<file path="src/spc_pkg.sv">
// Shared constants, modes and carrier types of the sleep, power and reset controller
package spc_pkg;
   // Register indices as printed; byte address is four times the index
   localparam logic [11:0] IDX_SLEEP_MODE_CONTROL = 12'h033;
   localparam logic [11:0] IDX_MCU_CONTROL = 12'h035;
   localparam logic [11:0] IDX_PERIPHERAL_CLOCK_GATE = 12'h064;
   localparam logic [11:0] ADDR_SLEEP_MODE_CONTROL = 12'(IDX_SLEEP_MODE_CONTROL * 4);
   localparam logic [11:0] ADDR_MCU_CONTROL = 12'(IDX_MCU_CONTROL * 4);
   localparam logic [11:0] ADDR_PERIPHERAL_CLOCK_GATE = 12'(IDX_PERIPHERAL_CLOCK_GATE * 4);

   // Reset values
   localparam logic [7:0] RST_SLEEP_MODE_CONTROL = 8'h00;
   localparam logic [7:0] RST_MCU_CONTROL = 8'h00;
   localparam logic [7:0] RST_PERIPHERAL_CLOCK_GATE = 8'h00;

   // Implemented bits; all others read as zero, except MCU control sleep-off and unlock bits 6 and 5
   localparam logic [7:0] MASK_SLEEP_MODE_CONTROL = 8'h0F;
   localparam logic [7:0] MASK_MCU_CONTROL = 8'h13;
   localparam logic [7:0] MASK_PERIPHERAL_CLOCK_GATE = 8'hEF;

   // Sleep mode control fields
   localparam int unsigned SLEEP_ARM_BIT = 0;
   localparam int unsigned SLEEP_MODE_LSB = 1;
   localparam int unsigned SLEEP_MODE_MSB = 3;

   // MCU control fields
   localparam int unsigned BROWNOUT_SLEEP_OFF_BIT = 6;
   localparam int unsigned BROWNOUT_SLEEP_UNLOCK_BIT = 5;

   // Peripheral clock gate fields
   localparam int unsigned TWO_WIRE_GATE_BIT = 7;
   localparam int unsigned TIMER_TWO_GATE_BIT = 6;
   localparam int unsigned TIMER_ZERO_GATE_BIT = 5;
   localparam int unsigned TIMER_ONE_GATE_BIT = 3;
   localparam int unsigned SERIAL_PERIPH_GATE_BIT = 2;
   localparam int unsigned SERIAL_PORT_GATE_BIT = 1;
   localparam int unsigned CONVERTER_GATE_BIT = 0;

   // Timing counts in clock cycles
   localparam logic [2:0] BROWNOUT_SLEEP_OFF_UNLOCK_CYCLES = 3'h4;
   localparam logic [2:0] BROWNOUT_SLEEP_OFF_EFFECT_CYCLES = 3'h3;
   localparam logic [2:0] BROWNOUT_SLEEP_OFF_CLEAR_CYCLES = 3'h3;
   localparam logic [23:0] STANDBY_WAKE_CYCLES = 24'h00_0006;

   // Sleep mode select encodings
   typedef enum logic [2:0] {
      MODE_IDLE = 3'h0,
      MODE_NOISE_REDUCTION = 3'h1,
      MODE_POWER_DOWN = 3'h2,
      MODE_POWER_SAVE = 3'h3,
      MODE_RESERVED_4 = 3'h4,
      MODE_RESERVED_5 = 3'h5,
      MODE_STANDBY = 3'h6,
      MODE_EXT_STANDBY = 3'h7
   } spc_mode_e;

   // Clock domain enables
   typedef struct packed {
      logic cpu;
      logic io;
      logic adc;
      logic async_timer;
      logic main_osc;
   } spc_clk_en_s;

   // Peripheral run enables
   typedef struct packed {
      logic two_wire;
      logic timer_two;
      logic timer_zero;
      logic timer_one;
      logic serial_periph;
      logic serial_port;
      logic converter_powered;
      logic comparator_mux;
   } spc_periph_s;
endpackage

</file>
<file path="src/spc_brownout_sleep_off_seq.sv">
// Timed unlock sequence and self-clearing brown-out sleep-off bit
`timescale 1ns/1ns
module spc_brownout_sleep_off_seq (
   input wire logic pclk, // System clock
   input wire logic presetn, // Asynchronous reset, active low
   input wire logic soft_rst, // Internal reset
   input wire logic wr_stb, // Write strobe
   input wire logic wr_off, // Written sleep-off value
   input wire logic wr_unlock, // Written unlock value
   output logic off_bit, // Sleep-off bit readback
   output logic unlock_bit, // Unlock bit readback
   output logic off_active // Sleep-off effective
);
   typedef struct packed {
      logic [2:0] window;
      logic unlock;
      logic off;
      logic [2:0] age;
   } spc_brownout_sleep_off_s;

   spc_brownout_sleep_off_s s_r;
   spc_brownout_sleep_off_s s_nxt;

   // Window countdown, bit aging, write sequence
   always_comb begin
      s_nxt = s_r;
      if (s_r.window != 3'h0) begin
         s_nxt.window = s_r.window - 3'h1;
      end
      s_nxt.unlock = (s_nxt.window != 3'h0);
      if (s_r.off) begin
         s_nxt.age = s_r.age + 3'h1;
         if (s_r.age == spc_pkg::BROWNOUT_SLEEP_OFF_EFFECT_CYCLES + spc_pkg::BROWNOUT_SLEEP_OFF_CLEAR_CYCLES - 3'h1) begin
            s_nxt.off = 1'b0;
            s_nxt.age = 3'h0;
         end
      end
      if (wr_stb) begin
         if (wr_off && wr_unlock) begin
            s_nxt.window = spc_pkg::BROWNOUT_SLEEP_OFF_UNLOCK_CYCLES;
            s_nxt.unlock = 1'b1;
         end else if (wr_off && !wr_unlock && s_r.window != 3'h0 && !s_r.off) begin
            s_nxt.off = 1'b1;
            s_nxt.age = 3'h0;
            s_nxt.window = 3'h0;
            s_nxt.unlock = 1'b0;
         end else if (!wr_unlock) begin
            // Any other write with the unlock bit clear closes the window so a stray write cannot arm later
            s_nxt.window = 3'h0;
            s_nxt.unlock = 1'b0;
         end
      end
      if (soft_rst) begin
         s_nxt = '0;
      end
   end

   always_ff @(posedge pclk or negedge presetn) begin
      if (!presetn) begin
         s_r <= '0;
      end else begin
         s_r <= s_nxt;
      end
   end

   assign off_bit = s_r.off;
   assign unlock_bit = s_r.unlock;
   assign off_active = s_r.off && (s_r.age >= spc_pkg::BROWNOUT_SLEEP_OFF_EFFECT_CYCLES);
endmodule

</file>
<file path="src/spc_rst_stretch.sv">
// Delay counter stretching the internal reset
`timescale 1ns/1ns
module spc_rst_stretch #(
   parameter int unsigned CNT_W = 24 // Counter width
) (
   input wire logic pclk, // System clock
   input wire logic presetn, // Asynchronous reset, active low
   input wire logic rst_req, // Combined reset request, level
   input wire logic [CNT_W-1:0] delay_cycles, // Stretch length in cycles
   output logic rst_hold // Internal reset, active high
);
   typedef struct packed {
      logic hold;
      logic [CNT_W-1:0] cnt;
   } spc_stretch_s;

   spc_stretch_s s_r;
   spc_stretch_s s_nxt;

   // Any request restarts the count; release after delay_cycles quiet cycles
   always_comb begin
      s_nxt = s_r;
      if (rst_req) begin
         s_nxt.hold = 1'b1;
         s_nxt.cnt = '0;
      end else if (s_r.hold) begin
         if (s_r.cnt + CNT_W'(1) >= delay_cycles) begin
            s_nxt.hold = 1'b0;
         end else begin
            s_nxt.cnt = s_r.cnt + CNT_W'(1);
         end
      end
   end

   always_ff @(posedge pclk or negedge presetn) begin
      if (!presetn) begin
         s_r <= '{hold: 1'b1, cnt: '0};
      end else begin
         s_r <= s_nxt;
      end
   end

   assign rst_hold = s_r.hold;
endmodule

</file>
<file path="src/spc_power_ctrl.sv">
// Sleep, clock gating and reset control behind APB
`timescale 1ns/1ns
// What this block does
// Sleep control upper four bits read zero
// Decode three-bit sleep mode select field
// Sleep instruction sleeps only when armed
// Software arms just before sleep, disarms after
// Two-write unlock sets brown-out sleep-off
// Sleep-off effective three cycles after set
// Detector off only if sleeping while active
// Sleep-off clears itself three cycles later
// Two-wire gate bit stops its clock
// Timer two gate stops only synchronous mode
// Timer zero and one gates freeze timers
// Serial peripheral gate bit stops its clock
// Serial port gate bit stops its clock
// Converter gate shuts converter, blocks comparator mux
// Reserved gate bit reads zero
// Input buffers off when io, converter clocks stop
// Watchdog keeps running in every sleep
// Debug fuse keeps main clock in sleep
// Reset loads registers, core starts at vector
// Ports reset at once without a clock; watchdog reaches ports through its registered pulse
// Fuse-selected delay stretches internal reset
// Four reset sources assert reset
// Watchdog reset is one-cycle pulse
// Standby modes resume six cycles after wake
// Reset request is OR, reasserting restarts stretch
module spc_power_ctrl #(
   parameter int unsigned CNT_W = 24, // Counter width
   parameter logic [CNT_W-1:0] DELAY_RC_CYCLES = 24'h00_4000, // Base delay, RC clock
   parameter logic [CNT_W-1:0] DELAY_XTAL_CYCLES = 24'h00_8000, // Base delay, crystal
   parameter logic [7:0] EXT_MIN_CYCLES = 8'h04 // Pin low cycles for reset
) (
   input wire logic pclk, // System clock, 250 MHz
   input wire logic presetn, // Asynchronous reset, active low
   input wire logic psel, // APB select
   input wire logic penable, // APB enable
   input wire logic pwrite, // APB direction
   input wire logic [11:0] paddr, // APB byte address
   input wire logic [31:0] pwdata, // APB write data
   output logic [31:0] prdata, // APB read data
   output logic pready, // APB ready
   output logic pslverr, // APB error
   input wire logic sleep_instr, // Sleep instruction pulse
   input wire logic wake_event, // Wake-up level
   input wire logic timer_two_async_select, // Timer two async clock
   input wire logic debug_enable_fuse, // On-chip debug enabled
   input wire logic [1:0] startup_time_fuse, // Start-up time fuse
   input wire logic [3:0] clock_select_fuse, // Clock select fuse
   input wire logic por_detect, // Power-on detect
   input wire logic ext_reset_pin_n, // Reset pin, active low
   input wire logic wdt_timeout, // Watchdog expiry
   input wire logic wdt_system_mode, // Watchdog in system reset mode
   input wire logic brownout_detect, // Brown-out detect
   input wire logic brownout_fuse_en, // Detector fuse
   output logic port_reset_n, // Port reset
   output logic core_reset_n, // Internal reset
   output logic cpu_asleep, // Core held in sleep
   output logic brownout_detector_en, // Detector powered
   output logic input_buf_en, // Digital input buffers enabled
   output spc_pkg::spc_clk_en_s clk_en, // Clock domain enables
   output spc_pkg::spc_periph_s periph_en // Peripheral run enables
);
   typedef enum logic [1:0] {
      ST_ACTIVE,
      ST_ASLEEP,
      ST_WAKING
   } spc_state_e;

   typedef struct packed {
      logic [3:0] sleep_ctrl;
      logic [2:0] mcu_misc;
      logic [7:0] gate;
      logic [31:0] rdata;
      logic slverr;
      spc_state_e state;
      spc_pkg::spc_mode_e mode;
      logic bod_off;
      logic [CNT_W-1:0] wake_cnt;
      logic [7:0] ext_cnt;
      logic wdt_prev;
      logic wdt_pulse;
      spc_pkg::spc_clk_en_s clk;
      spc_pkg::spc_periph_s periph;
      logic in_buf;
      logic bod_en;
   } spc_ctrl_s;

   spc_ctrl_s s_r;
   spc_ctrl_s s_nxt;

   logic soft_rst;
   logic rst_req;
   logic ext_req;
   logic bod_req;
   logic off_bit;
   logic unlock_bit;
   logic off_active;
   logic setup_phase;
   logic access_wr;
   logic wr_mcu;
   logic [CNT_W-1:0] delay_cycles;
   logic [7:0] sleep_rd;
   logic [7:0] mcu_rd;
   logic [7:0] gate_rd;
   logic core_reset_n_hold;

   // Read data taken in setup so access answers at once
   assign setup_phase = psel && !penable;
   assign access_wr = psel && penable && pwrite;
   assign wr_mcu = access_wr && (paddr == spc_pkg::ADDR_MCU_CONTROL);
   assign pready = psel && penable;
   assign prdata = s_r.rdata;
   assign pslverr = s_r.slverr && psel && penable;

   // Crystal clocks need a longer base; start-up fuse scales it by powers of two
   assign delay_cycles = (clock_select_fuse[3] ? DELAY_XTAL_CYCLES : DELAY_RC_CYCLES)
      << startup_time_fuse;

   // Readback, unused bits zero
   assign sleep_rd = {4'h0, s_r.sleep_ctrl} & spc_pkg::MASK_SLEEP_MODE_CONTROL;
   assign mcu_rd = {1'b0, off_bit, unlock_bit, s_r.mcu_misc[2], 2'b00, s_r.mcu_misc[1:0]};
   assign gate_rd = s_r.gate & spc_pkg::MASK_PERIPHERAL_CLOCK_GATE;

   // Reset sources; pin filter gives the minimum width
   assign ext_req = (s_r.ext_cnt >= EXT_MIN_CYCLES);
   assign bod_req = brownout_detect && s_r.bod_en;
   assign rst_req = por_detect || ext_req || s_r.wdt_pulse || bod_req;
   assign soft_rst = !core_reset_n;

   // Ports reset straight from supply, pin and brown-out; watchdog through its registered pulse
   assign port_reset_n = !(por_detect || !ext_reset_pin_n || s_r.wdt_pulse || bod_req);

   spc_rst_stretch #(
      .CNT_W(CNT_W)
   ) u_stretch (
      .pclk(pclk),
      .presetn(presetn),
      .rst_req(rst_req),
      .delay_cycles(delay_cycles),
      .rst_hold(core_reset_n_hold)
   );

   // Core leaves reset only when the stretch ends
   assign core_reset_n = !core_reset_n_hold;

   spc_brownout_sleep_off_seq u_brownout_sleep_off (
      .pclk(pclk),
      .presetn(presetn),
      .soft_rst(soft_rst),
      .wr_stb(wr_mcu),
      .wr_off(pwdata[spc_pkg::BROWNOUT_SLEEP_OFF_BIT]),
      .wr_unlock(pwdata[spc_pkg::BROWNOUT_SLEEP_UNLOCK_BIT]),
      .off_bit(off_bit),
      .unlock_bit(unlock_bit),
      .off_active(off_active)
   );

   // Registers, sleep sequencer, filters, enables
   always_comb begin
      s_nxt = s_r;
      s_nxt.slverr = 1'b0;

      // Read data and error are taken in the setup cycle
      if (setup_phase) begin
         s_nxt.rdata = 32'h0000_0000;
         s_nxt.slverr = 1'b0;
         unique case (paddr)
            spc_pkg::ADDR_SLEEP_MODE_CONTROL: s_nxt.rdata = {24'h00_0000, sleep_rd};
            spc_pkg::ADDR_MCU_CONTROL: s_nxt.rdata = {24'h00_0000, mcu_rd};
            spc_pkg::ADDR_PERIPHERAL_CLOCK_GATE: s_nxt.rdata = {24'h00_0000, gate_rd};
            default: s_nxt.slverr = 1'b1;
         endcase
      end else begin
         s_nxt.slverr = s_r.slverr;
      end

      // Writes take effect at the access edge
      if (access_wr) begin
         unique case (paddr)
            spc_pkg::ADDR_SLEEP_MODE_CONTROL: s_nxt.sleep_ctrl = pwdata[3:0];
            spc_pkg::ADDR_MCU_CONTROL: s_nxt.mcu_misc = {pwdata[4], pwdata[1:0]};
            spc_pkg::ADDR_PERIPHERAL_CLOCK_GATE: s_nxt.gate = pwdata[7:0] &
               spc_pkg::MASK_PERIPHERAL_CLOCK_GATE;
            default: s_nxt.gate = s_r.gate;
         endcase
      end

      // Reset pin low-time filter, pin taken as synchronous
      if (!ext_reset_pin_n) begin
         if (s_r.ext_cnt != 8'hFF) begin
            s_nxt.ext_cnt = s_r.ext_cnt + 8'h01;
         end
      end else begin
         s_nxt.ext_cnt = 8'h00;
      end

      // Edge detect keeps the watchdog reset to one cycle even if expiry is held
      s_nxt.wdt_prev = wdt_timeout;
      s_nxt.wdt_pulse = wdt_timeout && !s_r.wdt_prev && wdt_system_mode;

      // Sleep sequencer; watchdog inputs are never masked by sleep
      unique case (s_r.state)
         ST_ACTIVE: begin
            if (sleep_instr && s_r.sleep_ctrl[spc_pkg::SLEEP_ARM_BIT]) begin
               s_nxt.state = ST_ASLEEP;
               s_nxt.mode = spc_pkg::spc_mode_e'(s_r.sleep_ctrl[3:1]);
               s_nxt.bod_off = off_active;
            end
         end
         ST_ASLEEP: begin
            if (wake_event) begin
               s_nxt.state = ST_WAKING;
               if (s_r.mode == spc_pkg::MODE_STANDBY ||
                   s_r.mode == spc_pkg::MODE_EXT_STANDBY) begin
                  s_nxt.wake_cnt = spc_pkg::STANDBY_WAKE_CYCLES - CNT_W'(1);
               end else if (s_r.mode == spc_pkg::MODE_POWER_DOWN ||
                            s_r.mode == spc_pkg::MODE_POWER_SAVE) begin
                  // Stopped oscillator needs the full fuse start-up time
                  s_nxt.wake_cnt = delay_cycles - CNT_W'(1);
               end else begin
                  s_nxt.wake_cnt = '0;
               end
            end
         end
         ST_WAKING: begin
            if (s_r.wake_cnt == '0) begin
               s_nxt.state = ST_ACTIVE;
               s_nxt.bod_off = 1'b0;
            end else begin
               s_nxt.wake_cnt = s_r.wake_cnt - CNT_W'(1);
            end
         end
      endcase

      // Clock enables per mode; reserved codes behave as idle
      s_nxt.clk = '{cpu: 1'b1, io: 1'b1, adc: 1'b1, async_timer: 1'b1, main_osc: 1'b1};
      if (s_r.state != ST_ACTIVE) begin
         s_nxt.clk.cpu = 1'b0;
         unique case (s_r.mode)
            spc_pkg::MODE_IDLE, spc_pkg::MODE_RESERVED_4, spc_pkg::MODE_RESERVED_5: begin
               s_nxt.clk.io = 1'b1;
            end
            spc_pkg::MODE_NOISE_REDUCTION: begin
               s_nxt.clk.io = 1'b0;
            end
            spc_pkg::MODE_POWER_DOWN: begin
               s_nxt.clk = '0;
            end
            spc_pkg::MODE_POWER_SAVE: begin
               s_nxt.clk = '{cpu: 1'b0, io: 1'b0, adc: 1'b0, async_timer: 1'b1,
                  main_osc: 1'b0};
            end
            spc_pkg::MODE_STANDBY: begin
               s_nxt.clk = '{cpu: 1'b0, io: 1'b0, adc: 1'b0, async_timer: 1'b0,
                  main_osc: 1'b1};
            end
            spc_pkg::MODE_EXT_STANDBY: begin
               s_nxt.clk = '{cpu: 1'b0, io: 1'b0, adc: 1'b0, async_timer: 1'b1,
                  main_osc: 1'b1};
            end
         endcase
         // Waking restarts the oscillator before the core resumes
         if (s_r.state == ST_WAKING) begin
            s_nxt.clk.main_osc = 1'b1;
         end
      end
      if (debug_enable_fuse) begin
         s_nxt.clk.main_osc = 1'b1;
      end

      // Wake-detect inputs are outside this gate and stay enabled
      s_nxt.in_buf = s_nxt.clk.io || s_nxt.clk.adc;
      s_nxt.bod_en = brownout_fuse_en && !(s_r.state != ST_ACTIVE && s_r.bod_off);

      // Gating; peripherals keep their frozen state
      s_nxt.periph.two_wire = !s_r.gate[spc_pkg::TWO_WIRE_GATE_BIT] && s_nxt.clk.io;
      s_nxt.periph.timer_two = !(s_r.gate[spc_pkg::TIMER_TWO_GATE_BIT] &&
         !timer_two_async_select);
      s_nxt.periph.timer_zero = !s_r.gate[spc_pkg::TIMER_ZERO_GATE_BIT] && s_nxt.clk.io;
      s_nxt.periph.timer_one = !s_r.gate[spc_pkg::TIMER_ONE_GATE_BIT] && s_nxt.clk.io;
      s_nxt.periph.serial_periph = !s_r.gate[spc_pkg::SERIAL_PERIPH_GATE_BIT] &&
         s_nxt.clk.io;
      s_nxt.periph.serial_port = !s_r.gate[spc_pkg::SERIAL_PORT_GATE_BIT] && s_nxt.clk.io;
      s_nxt.periph.converter_powered = !s_r.gate[spc_pkg::CONVERTER_GATE_BIT];
      s_nxt.periph.comparator_mux = !s_r.gate[spc_pkg::CONVERTER_GATE_BIT];

      // Internal reset restores initial values
      if (soft_rst) begin
         s_nxt.sleep_ctrl = spc_pkg::RST_SLEEP_MODE_CONTROL[3:0];
         s_nxt.mcu_misc = 3'h0;
         s_nxt.gate = spc_pkg::RST_PERIPHERAL_CLOCK_GATE;
         s_nxt.state = ST_ACTIVE;
         s_nxt.mode = spc_pkg::MODE_IDLE;
         s_nxt.bod_off = 1'b0;
         s_nxt.wake_cnt = '0;
      end
   end

   // Initial register contents
   always_ff @(posedge pclk or negedge presetn) begin
      if (!presetn) begin
         s_r <= '{sleep_ctrl: 4'h0, mcu_misc: 3'h0, gate: 8'h00, rdata: 32'h0000_0000,
            slverr: 1'b0, state: ST_ACTIVE, mode: spc_pkg::MODE_IDLE, bod_off: 1'b0,
            wake_cnt: '0, ext_cnt: 8'h00, wdt_prev: 1'b0, wdt_pulse: 1'b0,
            clk: '1, periph: '1, in_buf: 1'b1, bod_en: 1'b0};
      end else begin
         s_r <= s_nxt;
      end
   end

   // Registered outputs
   assign cpu_asleep = (s_r.state != ST_ACTIVE);
   assign brownout_detector_en = s_r.bod_en;
   assign input_buf_en = s_r.in_buf;
   assign clk_en = s_r.clk;
   assign periph_en = s_r.periph;
endmodule

</file>
<file path="config.mk">
export PLATFORM = sky130hd
export DESIGN_NAME = spc_power_ctrl
export DESIGN_NICKNAME = d
export VERILOG_FILES = /design/src/spc_pkg.sv /design/src/spc_brownout_sleep_off_seq.sv /design/src/spc_rst_stretch.sv /design/src/spc_power_ctrl.sv
export SDC_FILE = /design/constraint.sdc
export NUM_CORES = 1
export LEC_CHECK = 0
export BUFFER_PORTS_ARGS = -buffer_cell sky130_fd_sc_hd__buf_2
export CAP_MARGIN = 5
export CORE_AREA = 2 2 114 116
export DETAILED_ROUTE_END_ITERATION = 16
export DIE_AREA = 0 0 116 118
export PLACE_DENSITY = 0.8
export SLEW_MARGIN = 20
export SYNTH_ARGS = -nofsm -noshare
export SYNTH_HDL_FRONTEND = slang
export SYNTH_SLANG_ARGS = --single-unit
</file>
<file path="constraint.sdc">
create_clock -name pclk -period 3.2 [get_ports pclk]
set_clock_uncertainty 0.15 [all_clocks]
set_input_delay 0.48 -clock pclk [delete_from_list [all_inputs] [get_ports pclk]]
set_output_delay 0.48 -clock pclk [all_outputs]
set_load 0.005 [all_outputs]
</file>
---- Word-level counts from Yosys, hierarchy flattened ----
Index checks and enable logic that the tools add are counted.
storage, ports and cells
  register bits ........................... 135
  bits of input ports ..................... 65
cells by class
  magnitude comparators ................... 3
  mux-type cells .......................... 42
  shift operators ......................... 1
  add/subtract/negate cells ............... 6
  reduce and logical (&&, ||, !) cells .... 75
  equal/unequal tests ..................... 19
operators with widths
  operator                 count
  $mux W24                 5
  $mux W25                 2
  $pmux W24 S2             1
  $sub A24 B1 Y24 const B  2
  $mux W8                  5
  $mux W4                  8
  $mux W15                 2
  $mux W30                 1
  $add A24 B1 Y24 const B  1
  $eq A12 B8 Y1 const B    2
  $ge A24 B24 Y1           1
  $logic_not A24 Y1        1
  $pmux W8 S3              1
  $shl A16 B2 Y24          1
  $logic_and A1 B1 Y1      23
  $reduce_bool A2 Y1       9
  $logic_not A1 Y1         16
  $mux W16                 1
  $eq A3 B3 Y1 const B     5
  $eq A12 B9 Y1 const B    1
  $ne A3 B2 Y1 const B     4
  $pmux W3 S4              1
  $reduce_bool A3 Y1       4
  $reduce_and A2 Y1        5
  24 further kinds         44

---- Logic depth before layout (Yosys ltp) ----
Gate-level depths: netlist of the first run.
  word-level depth ........................ 8
  gate-level depth with buffers ........... 15

---- By module ----
A second synthesis of the first run with hierarchy kept.
second synthesis, totals
  cell total of the unflattened synthesis .. 777
  area total of the unflattened synthesis .. 7189.4 um2
modules (own cells, without submodules)
  module                      cells each  area an instance (um2)  sequential area each (um2)  times used
  spc_power_ctrl              474         4518.1                  1916.8                      1
  spc_rst_stretch             257         2213.4                  626.9                       1
  spc_brownout_sleep_off_seq  46          457.9                   200.2                       1

---- Worst setup path before layout of the first run ----
OpenSTA, ideal clock, no wires.
  kind .................................... register to register
  start ................................... register u_stretch.s_r[0] in the netlist's numbering
  end ..................................... register u_stretch.s_r[10] in the netlist's numbering
  slack ................................... -0.285 ns
  path buffers ............................ 1
  arrival time ............................ 3.201 ns
  clock period less this slack ............ 3.485 ns
  library setup time ...................... 0.134 ns
  cell stages (with the launch flop) ...... 16
  cell sequence ........................... dfrtp_1 > ha_1 > nand2_1 > nor3_1 > nand3_1 > or3_1 > nand2_1 > ha_1 > o211ai_1 > a21boi_0 > o21a_1 > a211oi_1 > and3_1 > buf_2 > a21boi_0 > o32ai_1
between the ends
  longest elaborated chain between the ends .. 4
RTL lines
  what                                                                   RTL line                                      source
  from (decl)                                                            spc_rst_stretch.sv:17                         spc_stretch_s s_r;
  from (signal assigned)                                                 spc_rst_stretch.sv:37                         s_r <= '{hold: 1'b1, cnt: '0};
  from (signal assigned)                                                 spc_rst_stretch.sv:39                         s_r <= s_nxt;
  $add A24 B1 Y24 *                                                      spc_rst_stretch.sv:27, spc_rst_stretch.sv:30
  $ge A24 B24 Y1 / $mux W24 (equally long branches)                      spc_rst_stretch.sv:27                         if (s_r.cnt + CNT_W'(1) >= delay_cycles) begin
  $ne A2 B2 Y1 (no source line) / $mux W25 (equally long branches)       --
  $reduce_and A2 Y1 (no source line) / $mux W25 (equally long branches)  --
Every way passes the cells marked *; elsewhere a longest branch is shown, timed or not. The select of a mux whose other input is x is not followed.
A chain may end at the register's enable or synchronous reset.

---- Worst setup path in the final report of the first run ----
Ends and elaborated chain as after synthesis.

==> summary.txt, run 1 <==
Run status
  • Status: finished with violations
  • Violated checks: negative setup slack

Yosys
  • Netlist cell types: 61
  • Syn_area_per_cell: 9.24 µm²
  • Top cell type by total area after synthesis: dfrtp_1
  • Post-synth EDFFs: 0
  • Synth Register Bits: 109
  • List of most frequent post-synthesis cells: dfrtp_1, nor2_1, nand2_1
  • Yosys top cell area share: 38.5%
  • Top_reg_cell synth: dfrtp_1
  • Yosys warns: 0
  • Cell count after synthesis: 676
  • Top-count cell post-synth: dfrtp_1
  • Synth area leaders: dfrtp_1, dfstp_2, buf_4, nor2_1, ha_1
  • Post-Syn Area: 0.00625 mm²
  • Seq/Total Area, Yosys: 43.9%
  • Async set-or-reset flop fraction in the synthesized netlist: 100%

Global routing
  • Global route overflow: 0
  • Initial antenna violation count: 0
  • Vias in the first global route: 5229
  • First-pass GRT wire length: 24.0 mm
  • Global Route Usage Sum: 21.7%
  • Largest net degree at the start of global routing: 64

Layout
  • Final std cells w/o fill: 927
  • Number of nets in the layout: 834
  • # fillers: 1030
  • N_diodes: 0
  • Layout Area Growth over Synthesis: 17.2%
  • Share of cells above drive strength 1: 26.0%

Drt
  • Routed len/inst: 15.7 µm
  • # DRC: 0
  • Drt first pass iters: 5
  • Vias per cell: 5.63
  • DR iter-0 viols: 294
  • Final ANT Viol Nets: 0
  • Via count: 5217
  • WL final: 14.5 mm

Timing
  • Unrepaired setup endpoints after global routing: yes
  • Max Fclk: 302 MHz
  • Setup TNS: -0.994 ns
  • Pins Over Slew Limit: 0
  • Fin crit share: 103%
  • Final setup fails: 17
  • Number of hold violations in the final report: 0
  • Slew HR: 44.7%
  • Setup WS post-layout: -0.106 ns
  • Worst-Margin Slew: 0.829 ns
  • Fin crit period: 3.31 ns

Critical path
  • Setup Crit Path Kind: reg -> reg
  • Crit path max fanout: 7
  • CP arrival: 3.41 ns
  • R2r worst-path depth: 16
  • WP data required: 3.30 ns
  • Setup crit end kind: flop
  • Startpoint types: flop

Placed design
  • Pre-CTS WS: -0.183 ns
  • Inst Count DP: 905
  • Post-DP HPWL: 9.97 mm
  • Port bufs: 65
  • GPL Wtd Cong: 0.878

Pwr
  • Pwr/cell area: 381 mW/mm²
  • Leakage: 3.37 nW
  • Maximum VDD drop: 0.358 mV

Die
  • Area of the core: 0.0124 mm²
  • Die Width: 116 µm
  • Die area: 0.0137 mm²
  • Initial Util: 50.3%
  • Die Y: 118 µm
  • Std-Cell Rows: 41
  • Num ports: 117

CTS
  • Clk_lat worst skew: 0.37 ns
  • CTS Buf Count: 9
  • CTS HTree Levels: 3
  • CTS tree: built
  • Sink Count: 109
  • Clock root buffer: clkbuf_16
  • Clock transition at path regs: 0.07 ns
  • Clk buf depth: 2
  • Post-CTS Hold Fix Bufs: 0

Run
  • Max-cap violations: 0

Worst hold path
  • Hold Crit Class: in -> async
==> layer usage <==
metal  part of all wire (%)  up-vias  wire length [µm]  GRT usage (%)
met5                      0        -                 0              0
met4                    2.0        0               287           7.59
met3                    4.3       28               629           5.51
met2                     52      127              7540           36.8
met1                     42     2576              6050           26.7
li1                       -     2486                 -              -
==> power breakdown <==
group / switching, mW / internal (mW) / leakage [nW]
Clock: 0.551 / 0.564 / 0.146
Sequential: 0.00817 / 1.39 / 1.46
Combinational: 0.169 / 0.113 / 1.76
==> metrics by stage <==
stage	power, mW	util (%)	area [µm²]	hold slack (ns)
2_1_floorplan	1.56	-	6380	0.0344
3_3_place_gp	1.65	54.6	6780	0.236
3_5_place_dp	1.66	54.6	6780	0.254
4_1_cts	2.78	57.6	7160	0.0782
5_1_grt	2.90	58.9	7320	0.0717
6_report	2.79	58.9	7320	0.0392
==> cells in the final DEF (no fill, tap or decap), types with 12 or more instances in the layout <==
master     n
a21oi_1   25
a22o_1    12
buf_2     64
buf_4     39
conb_1    24
dfrtp_1   96
dfstp_2   13
ha_1      17
inv_1     27
mux2i_1   20
nand2_1   51
nand2b_1  16
nand3_1   17
nand4_1   12
nor2_1    69
nor3_1    16
o21ai_0   33
==> cell families after synthesis <==
| family | synth area share (%) |
|---|---|
| and+or+nand+nor | 22.1 |
| buffers and inverters | 8.75 |
| xor gates and xnor gates | 2.24 |
| AOI/OAI and AO/OA | 15.9 |
| other | 0.0600 |
| adders and majority gates | 3.81 |
| muxes | 3.21 |
| DFF | 43.9 |
==> flip-flops by register name (all words and copies together) (netlist names) <==
register	cells
s_r	45
u_stretch.s_r	24
prdata	8
gate_rd	7
periph_en	7
u_brownout_sleep_off.s_r	6
clk_en	5
mcu_rd	3
brownout_detector_en	1
u_brownout_sleep_off.off_bit	1
u_brownout_sleep_off.unlock_bit	1
u_stretch.rst_hold	1
==> critical path, stage by stage (launching register included) <==
cell      delay [ns]
dfrtp_1         0.40
ha_4            0.17
nand2_4         0.05
nor3_4          0.21
nand3_2         0.11
or3_1           0.37
nand2_2         0.10
ha_4            0.20
o211ai_1        0.17
a21boi_1        0.10
o21a_1          0.20
a211oi_2        0.24
buf_4           0.17
and3_4          0.19
buf_6           0.12
a21boi_2        0.17
o32ai_2         0.08
==> path summary, 6_finish.rpt <==
check / startpoint / to / slack (ns)
worst max-delay path: u_stretch.s_r[0] / u_stretch.s_r[10] / -0.11
worst min-delay path: presetn / s_r[18] / 0.04
worst max register to register: u_stretch.s_r[0] / u_stretch.s_r[10] / -0.11
worst min register to register: s_r[16] / s_r[15] / 0.26
max in group asynchronous: presetn / s_r[35] / 2.10
min in group pclk: wdt_timeout / s_r[16] / 0.08
==> cell type report <==
type	instances	area (µm²)	share of cell area, %
multi-input cells	493	3270	44.6
flip-flops and latches	109	2740	37.5
repair buffers	110	701	9.57
clock buffers	10	239	3.27
well taps	172	215	2.94
inverters	27	101	1.38
clock inverters	6	51.3	0.701
==> timing repair <==
item | in CTS | in global routing
pin swaps | 15 | 24
gates resized for setup | 22 | 30
buffers inserted | 2 | 4
setup endpoints to repair | 23 | 24
Note: power is estimated with default switching activity, not from simulation.
==> inputs of run 2 (changes only) <==
--- a/config.mk
+++ b/config.mk
@@ -5,11 +5,12 @@
 export SDC_FILE = /design/constraint.sdc
 export NUM_CORES = 1
 export LEC_CHECK = 0
+export ABC_AREA = 1
 export BUFFER_PORTS_ARGS = -buffer_cell sky130_fd_sc_hd__buf_2
 export CAP_MARGIN = 5
-export CORE_AREA = 2 2 114 116
+export CORE_AREA = 2 2 116 118
 export DETAILED_ROUTE_END_ITERATION = 16
-export DIE_AREA = 0 0 116 118
+export DIE_AREA = 0 0 118 120
 export PLACE_DENSITY = 0.8
 export SLEW_MARGIN = 20
 export SYNTH_ARGS = -nofsm -noshare
==> summary.txt, run 2 <==
Die
  • Area of the core: 0.0130 mm²
  • Std-Cell Rows: 42
  • Die Y: 120 µm
  • Die area: 0.0142 mm²
  • Initial Util: 50.1%
  • Num ports: 117
  • Die Width: 118 µm

Drt
  • Routed len/inst: 12.5 µm
  • Via count: 5691
  • Vias per cell: 5.16
  • WL final: 13.8 mm
  • DR iter-0 viols: 449
  • Drt first pass iters: 5
  • # DRC: 0
  • Final ANT Viol Nets: 0

CTS
  • Clock transition at path regs: 0.08 ns
  • Sink Count: 109
  • Clock root buffer: clkbuf_16
  • CTS tree: built
  • CTS HTree Levels: 3
  • Clk buf depth: 2
  • Clk_lat worst skew: 0.35 ns
  • CTS Buf Count: 9

Yosys
  • Netlist cell types: 44
  • Post-Synth Adder-Cell Area: 3.66%
  • Xor and xnor fraction of the mapped netlist area: 1.62%
  • List of most frequent post-synthesis cells: nand2_1, inv_1, dfrtp_1
  • Seq/Total Area, Yosys: 42.2%
  • Syn_area_per_cell: 7.51 µm²
  • Top-count cell post-synth: nand2_1
  • Post-synth EDFFs: 0
  • Synth area leaders: dfrtp_1, nand2_1, inv_1, buf_4, o21ai_0
  • Main combinational cell family by area after synthesis: simple AND/OR/NAND/NOR gates
  • Synth Register Bits: 109
  • Yosys warns: 0
  • Top cell type by total area after synthesis: dfrtp_1
  • Post-Syn Area: 0.00650 mm²
  • Post-Synth Simple-Gate Area: 27.9%
  • Post-synthesis mux area share: 0%
  • Cell count after synthesis: 866
  • Async set-or-reset flop fraction in the synthesized netlist: 100%
  • Yosys top cell area share: 37.0%
  • Top_reg_cell synth: dfrtp_1
  • Synth Area in Compound Gates: 11.9%

Critical path
  • Critical Path Max Stage Delay: 0.40 ns
  • Setup crit end kind: flop
  • Setup Crit Path Kind: reg -> reg
  • CP arrival: 3.02 ns
  • Startpoint types: flop
  • Crit path max fanout: 17
  • Critical Path, Cell by Cell: ha_1, nand2_1, nor2_2, nand2_2, nor2_2, xor2_1, ha_1, o21ai_1, nand2_1, nand2_1, nand3_1, nand2_1, nand2_1, nor2_2, nand3_2, nand2_2, inv_2, nand2_1, o21ai_0
  • WP data required: 3.28 ns
  • Cell at the slowest stage of the critical path: dfrtp_1
  • CP most frequent cell: nand2_1

Pwr
  • Maximum VDD drop: 0.210 mV
  • Power Total: 2.96 mW
  • Pwr/cell area: 410 mW/mm²
  • Leakage: 3.63 nW

Layout
  • Final Util: 55.5%
  • Layout Area Growth over Synthesis: 10.9%
  • Biggest register: s_r
  • Most frequent cells in the layout: nand2_1, inv_1, dfrtp_1
  • Final std cells w/o fill: 1102
  • Number of nets in the layout: 1005
  • Commonest non-fill, non-tap cell in the layout: nand2_1
  • Share of cells above drive strength 1: 15.4%
  • N_diodes: 0
  • Largest register FFs: 45

Global routing
  • Initial antenna violation count: 0
  • Vias in the first global route: 5241
  • First-pass GRT wire length: 23.8 mm
  • Largest net degree at the start of global routing: 75
  • Global route overflow: 0
  • Global Route Usage Sum: 20.3%

Timing
  • Fin Hold WS: 0.0940 ns
  • Number of hold violations in the final report: 0
  • Max Fclk: 340 MHz
  • Worst-Margin Slew: 0.675 ns
  • Pins Over Slew Limit: 0
  • Fin crit share: 91.8%
  • Fin crit period: 2.94 ns
  • Final setup fails: 0
  • Slew HR: 55.0%

Placed design
  • Port bufs: 65
  • Inst Count DP: 1083
  • GPL Wtd Cong: 0.903
  • Post-DP HPWL: 10.0 mm

Run status
  • Status: finished, final reports clean

Worst hold path
  • Hold Crit Class: in -> reg

Run
  • Max-cap violations: 0
==> run 2: routing by layer <==
metal  vias up  track usage (%)  part of all wire (%)
met5         -                0                     0
met4         0             7.30                   2.0
met3        27             2.71                   4.8
met2       175             33.9                    47
met1      2639             27.1                    46
li1       2850                -                     -
==> run 2: layout make-up <==
cell class | instances | area, µm²
Clock buffer | 11 | 253
Clock inverter | 5 | 75.1
Fill cell | 1221 | 5770
Inverter | 110 | 413
Multi-Input combinational cell | 611 | 3050
Sequential cell | 109 | 2740
Tap cell | 176 | 220
Timing Repair Buffer | 80 | 455
==> run 2: where the power goes <==
group | total, mW | switching (mW) | internal, mW | leakage, nW
sequential | 1.43 | 0.0233 | 1.41 | 1.46
clock | 1.21 | 0.540 | 0.669 | 0.161
combinational | 0.313 | 0.209 | 0.104 | 2.01
==> run 2: critical path: cells and delay by family (launching register included) <==
kind / cells / cell delay [ns]
adders and majority gates: 2 / 0.45
DFF: 1 / 0.40
xor gates and xnor gates: 1 / 0.24
AOI/OAI and AO/OA: 2 / 0.20
buffers and inverters: 1 / 0.13
and+or+nand+nor: 13 / 1.26
==> run 2: worst paths after layout <==
kind | depth (start not counted) | startpoint | end | slack, ns
hold reg to reg | 1 | gate_rd[7] | periph_en[7] | 0.24
min in group asynchronous | 2 | presetn | u_stretch.s_r[2] | 0.49
max in group asynchronous | 3 | presetn | periph_en[5] | 1.61
hold / removal | 1 | wdt_timeout | s_r[16] | 0.09
setup reg to reg | 19 | u_stretch.s_r[0] | u_stretch.s_r[2] | 0.26
setup / recovery | 19 | u_stretch.s_r[0] | u_stretch.s_r[2] | 0.26
==> run 2: cells by family (layout without fill, tap and decap cells) <==
kind of cell	Yosys count	in the layout
and+or+nand+nor	417	417
buffers and inverters	169	206
AOI/OAI and AO/OA	139	139
DFF	109	109
adders and majority gates	19	19
xor gates and xnor gates	12	12
other	1	24
==> run 2: repair_timing <==
item / 4_1_cts / 5_1_grt
hold endpoints to repair: 34 / 0
setup buffers: 0 / 2
resized for setup: 0 / 8
setup endpoints to repair: 0 / 24
hold buffers: 1 / 0
==> run 2: per-stage QoR <==
step	setup slack (ns)	setup TNS, ns	cell area (µm²)
6_report	0.261	0	7210
4_1_cts	0.161	0	7160
5_1_grt	-0.00283	-0.00327	7210
3_5_place_dp	0.188	0	6830
3_3_place_gp	0.236	0	6830
2_1_floorplan	0.527	0	6590
==> inputs of run 3 (changes only) <==
--- a/config.mk
+++ b/config.mk
@@ -8,10 +8,11 @@
 export ABC_AREA = 1
 export BUFFER_PORTS_ARGS = -buffer_cell sky130_fd_sc_hd__buf_2
 export CAP_MARGIN = 5
-export CORE_AREA = 2 2 116 118
+export CORE_AREA = 2 2 114 116
+export CTS_BUF_LIST = sky130_fd_sc_hd__clkbuf_8
 export DETAILED_ROUTE_END_ITERATION = 16
-export DIE_AREA = 0 0 118 120
-export PLACE_DENSITY = 0.8
+export DIE_AREA = 0 0 116 118
+export PLACE_DENSITY = 0.83
 export SLEW_MARGIN = 20
 export SYNTH_ARGS = -nofsm -noshare
 export SYNTH_HDL_FRONTEND = slang
==> summary.txt, run 3 (synthesized netlist as in run 2, its figures left out) <==
CTS
  • Clock transition at path regs: 0.11 ns
  • CTS Buf Count: 9
  • CTS tree: built
  • Sink Count: 109
  • Clk buf depth: 2
  • CTS HTree Levels: 3
  • Clk_lat worst skew: 0.40 ns
  • Clock root buffer: clkbuf_8

Run status
  • Status: finished, final reports clean

Critical path
  • Setup Crit Path Kind: reg -> reg
  • Startpoint types: flop
  • R2R Setup Slk: 0.24 ns
  • RR Startpoint: u_stretch.s_r[0]
  • Cell at the slowest stage of the critical path: dfrtp_1
  • Reg-to-reg endpoint: u_stretch.s_r[12]
  • Setup crit end kind: flop
  • Critical Path Max Stage Delay: 0.41 ns
  • CP arrival: 3.09 ns
  • WP data required: 3.34 ns
  • Crit path max fanout: 5
  • Critical Path, Cell by Cell: ha_1, nand2_1, nor2_2, nand2_2, nor4_1, buf_4, xor2_1, ha_1, nand2_1, nand2_1, nor2_2, nand3_2, buf_4, a21oi_1, a21oi_2
  • CP most frequent cell: nand2_1
  • R2r worst-path depth: 15

Layout
  • # fillers: 1194
  • Largest register FFs: 45
  • FF/Latch Area: 0.00274 mm²
  • Most frequent cells in the layout: nand2_1, inv_1, dfrtp_1
  • N_diodes: 0
  • Biggest register: s_r
  • Commonest non-fill, non-tap cell in the layout: nand2_1
  • Share of cells above drive strength 1: 15.3%
  • Layout Area Growth over Synthesis: 8.83%
  • Multi-input gate area: 0.00306 mm²
  • Number of nets in the layout: 1003
  • Post-route cell area: 0.00708 mm²

Timing
  • Pins Over Slew Limit: 0
  • Max Fclk: 338 MHz
  • Fin crit share: 92.4%
  • Worst-Margin Slew: 0.620 ns
  • Setup TNS: 0 ns
  • Slew HR: 58.6%
  • Number of hold violations in the final report: 0
  • Unrepaired setup endpoints after global routing: yes
  • Setup WS post-layout: 0.244 ns
  • Final setup fails: 0
  • Fin crit period: 2.96 ns

Die
  • Std-Cell Rows: 41
  • Initial Util: 52.4%
  • Die Y: 118 µm
  • Die Width: 116 µm
  • Num ports: 117
  • Die area: 0.0137 mm²
  • Area of the core: 0.0124 mm²

Pwr
  • Leakage: 3.58 nW
  • Pwr/cell area: 364 mW/mm²
  • Maximum VDD drop: 0.167 mV
  • Power Total: 2.57 mW

Placed design
  • Post-DP HPWL: 10.1 mm
  • GPL Wtd Cong: 0.893
  • Post-DP Area: 0.00681 mm²
  • Port bufs: 65
  • Pre-CTS WS: 0.157 ns

Worst hold path
  • Hold depth: 1
  • Sink of the worst hold path: s_r[16]
  • Worst hold start: wdt_timeout
  • Hold Crit Class: in -> reg

Global routing
  • First-pass GRT wire length: 23.6 mm
  • Global route overflow: 0
  • Vias in the first global route: 5296
  • Global Route Usage Sum: 21.0%
  • Initial antenna violation count: 0
  • Largest net degree at the start of global routing: 66

Drt
  • Final ANT Viol Nets: 0
  • Drt first pass iters: 4
  • WL final: 13.6 mm
  • DR iter-0 viols: 458
  • Routed len/inst: 12.4 µm
  • Via count: 5648
  • # DRC: 0
  • Vias per cell: 5.15

Run
  • Max-cap violations: 0
[run 3: where the power goes]
group | switching, mW | internal, mW | leakage, nW
sequential | 0.0225 | 1.41 | 1.46
combinational | 0.209 | 0.105 | 2.02
clock | 0.522 | 0.305 | 0.0993
total | 0.754 | 1.82 | 3.58
[run 3: through the flow]
step / utilization [%] / hold slack (ns) / cells
5_1_grt: 57.0 / 0.0586 / 1096
3_3_place_gp: 54.8 / 0.225 / 1077
4_1_cts: 56.5 / 0.0491 / 1094
2_1_floorplan: - / 0.0344 / 889
3_5_place_dp: 54.8 / 0.235 / 1077
6_report: 57.0 / 0.0583 / 1096
[run 3: what timing repair did]
action / in CTS / in global routing
resized for setup: 0 / 12
hold buffers: 1 / 0
endpoints found under the setup margin: 0 / 24
buffers inserted: 0 / 2
endpoints found under the hold margin: 37 / 0
[run 3: worst max path at each step]
stage / from / endpoint / cells after the start
4_1_cts: u_stretch.s_r[0] / u_stretch.s_r[2] / 19
2_1_floorplan: u_stretch.s_r[0] / u_stretch.s_r[18] / 20
3_5_place_dp: u_stretch.s_r[0] / u_stretch.s_r[2] / 19
5_1_grt: u_stretch.s_r[0] / u_stretch.s_r[2] / 19
3_3_place_gp: u_stretch.s_r[0] / u_stretch.s_r[2] / 19
6_report: u_stretch.s_r[0] / u_stretch.s_r[12] / 15
[run 3: per-layer routing]
metal | up-vias | GRT usage, % | part of all wire (%)
met2 | 160 | 34.2 | 47
met4 | 0 | 7.22 | 2.2
met3 | 27 | 3.30 | 4.7
li1 | 2841 | - | -
met1 | 2620 | 28.4 | 46
met5 | - | 0 | 0
[run 3: area by class of cell]
| class | instances | share of cell area [%] |
|---|---|---|
| Clock buffer | 9 | 1.75 |
| Sequential cell | 109 | 38.8 |
| Clock inverter | 7 | 0.990 |
| Multi-Input combinational cell | 611 | 43.3 |
| Tap cell | 172 | 3.04 |
| Timing Repair Buffer | 78 | 6.28 |
| Inverter | 110 | 5.87 |
[run 3: critical path, delay by kind of cell, from the launching register on]
family | cells | cell delay (ns)
AND/OR/NAND/NOR | 8 | 1.08
buffers and inverters | 2 | 0.35
flip-flops | 1 | 0.41
AO/OA/AOI/OAI | 2 | 0.23
XOR/XNOR | 1 | 0.20
adder cells (fa/ha/maj) | 2 | 0.44
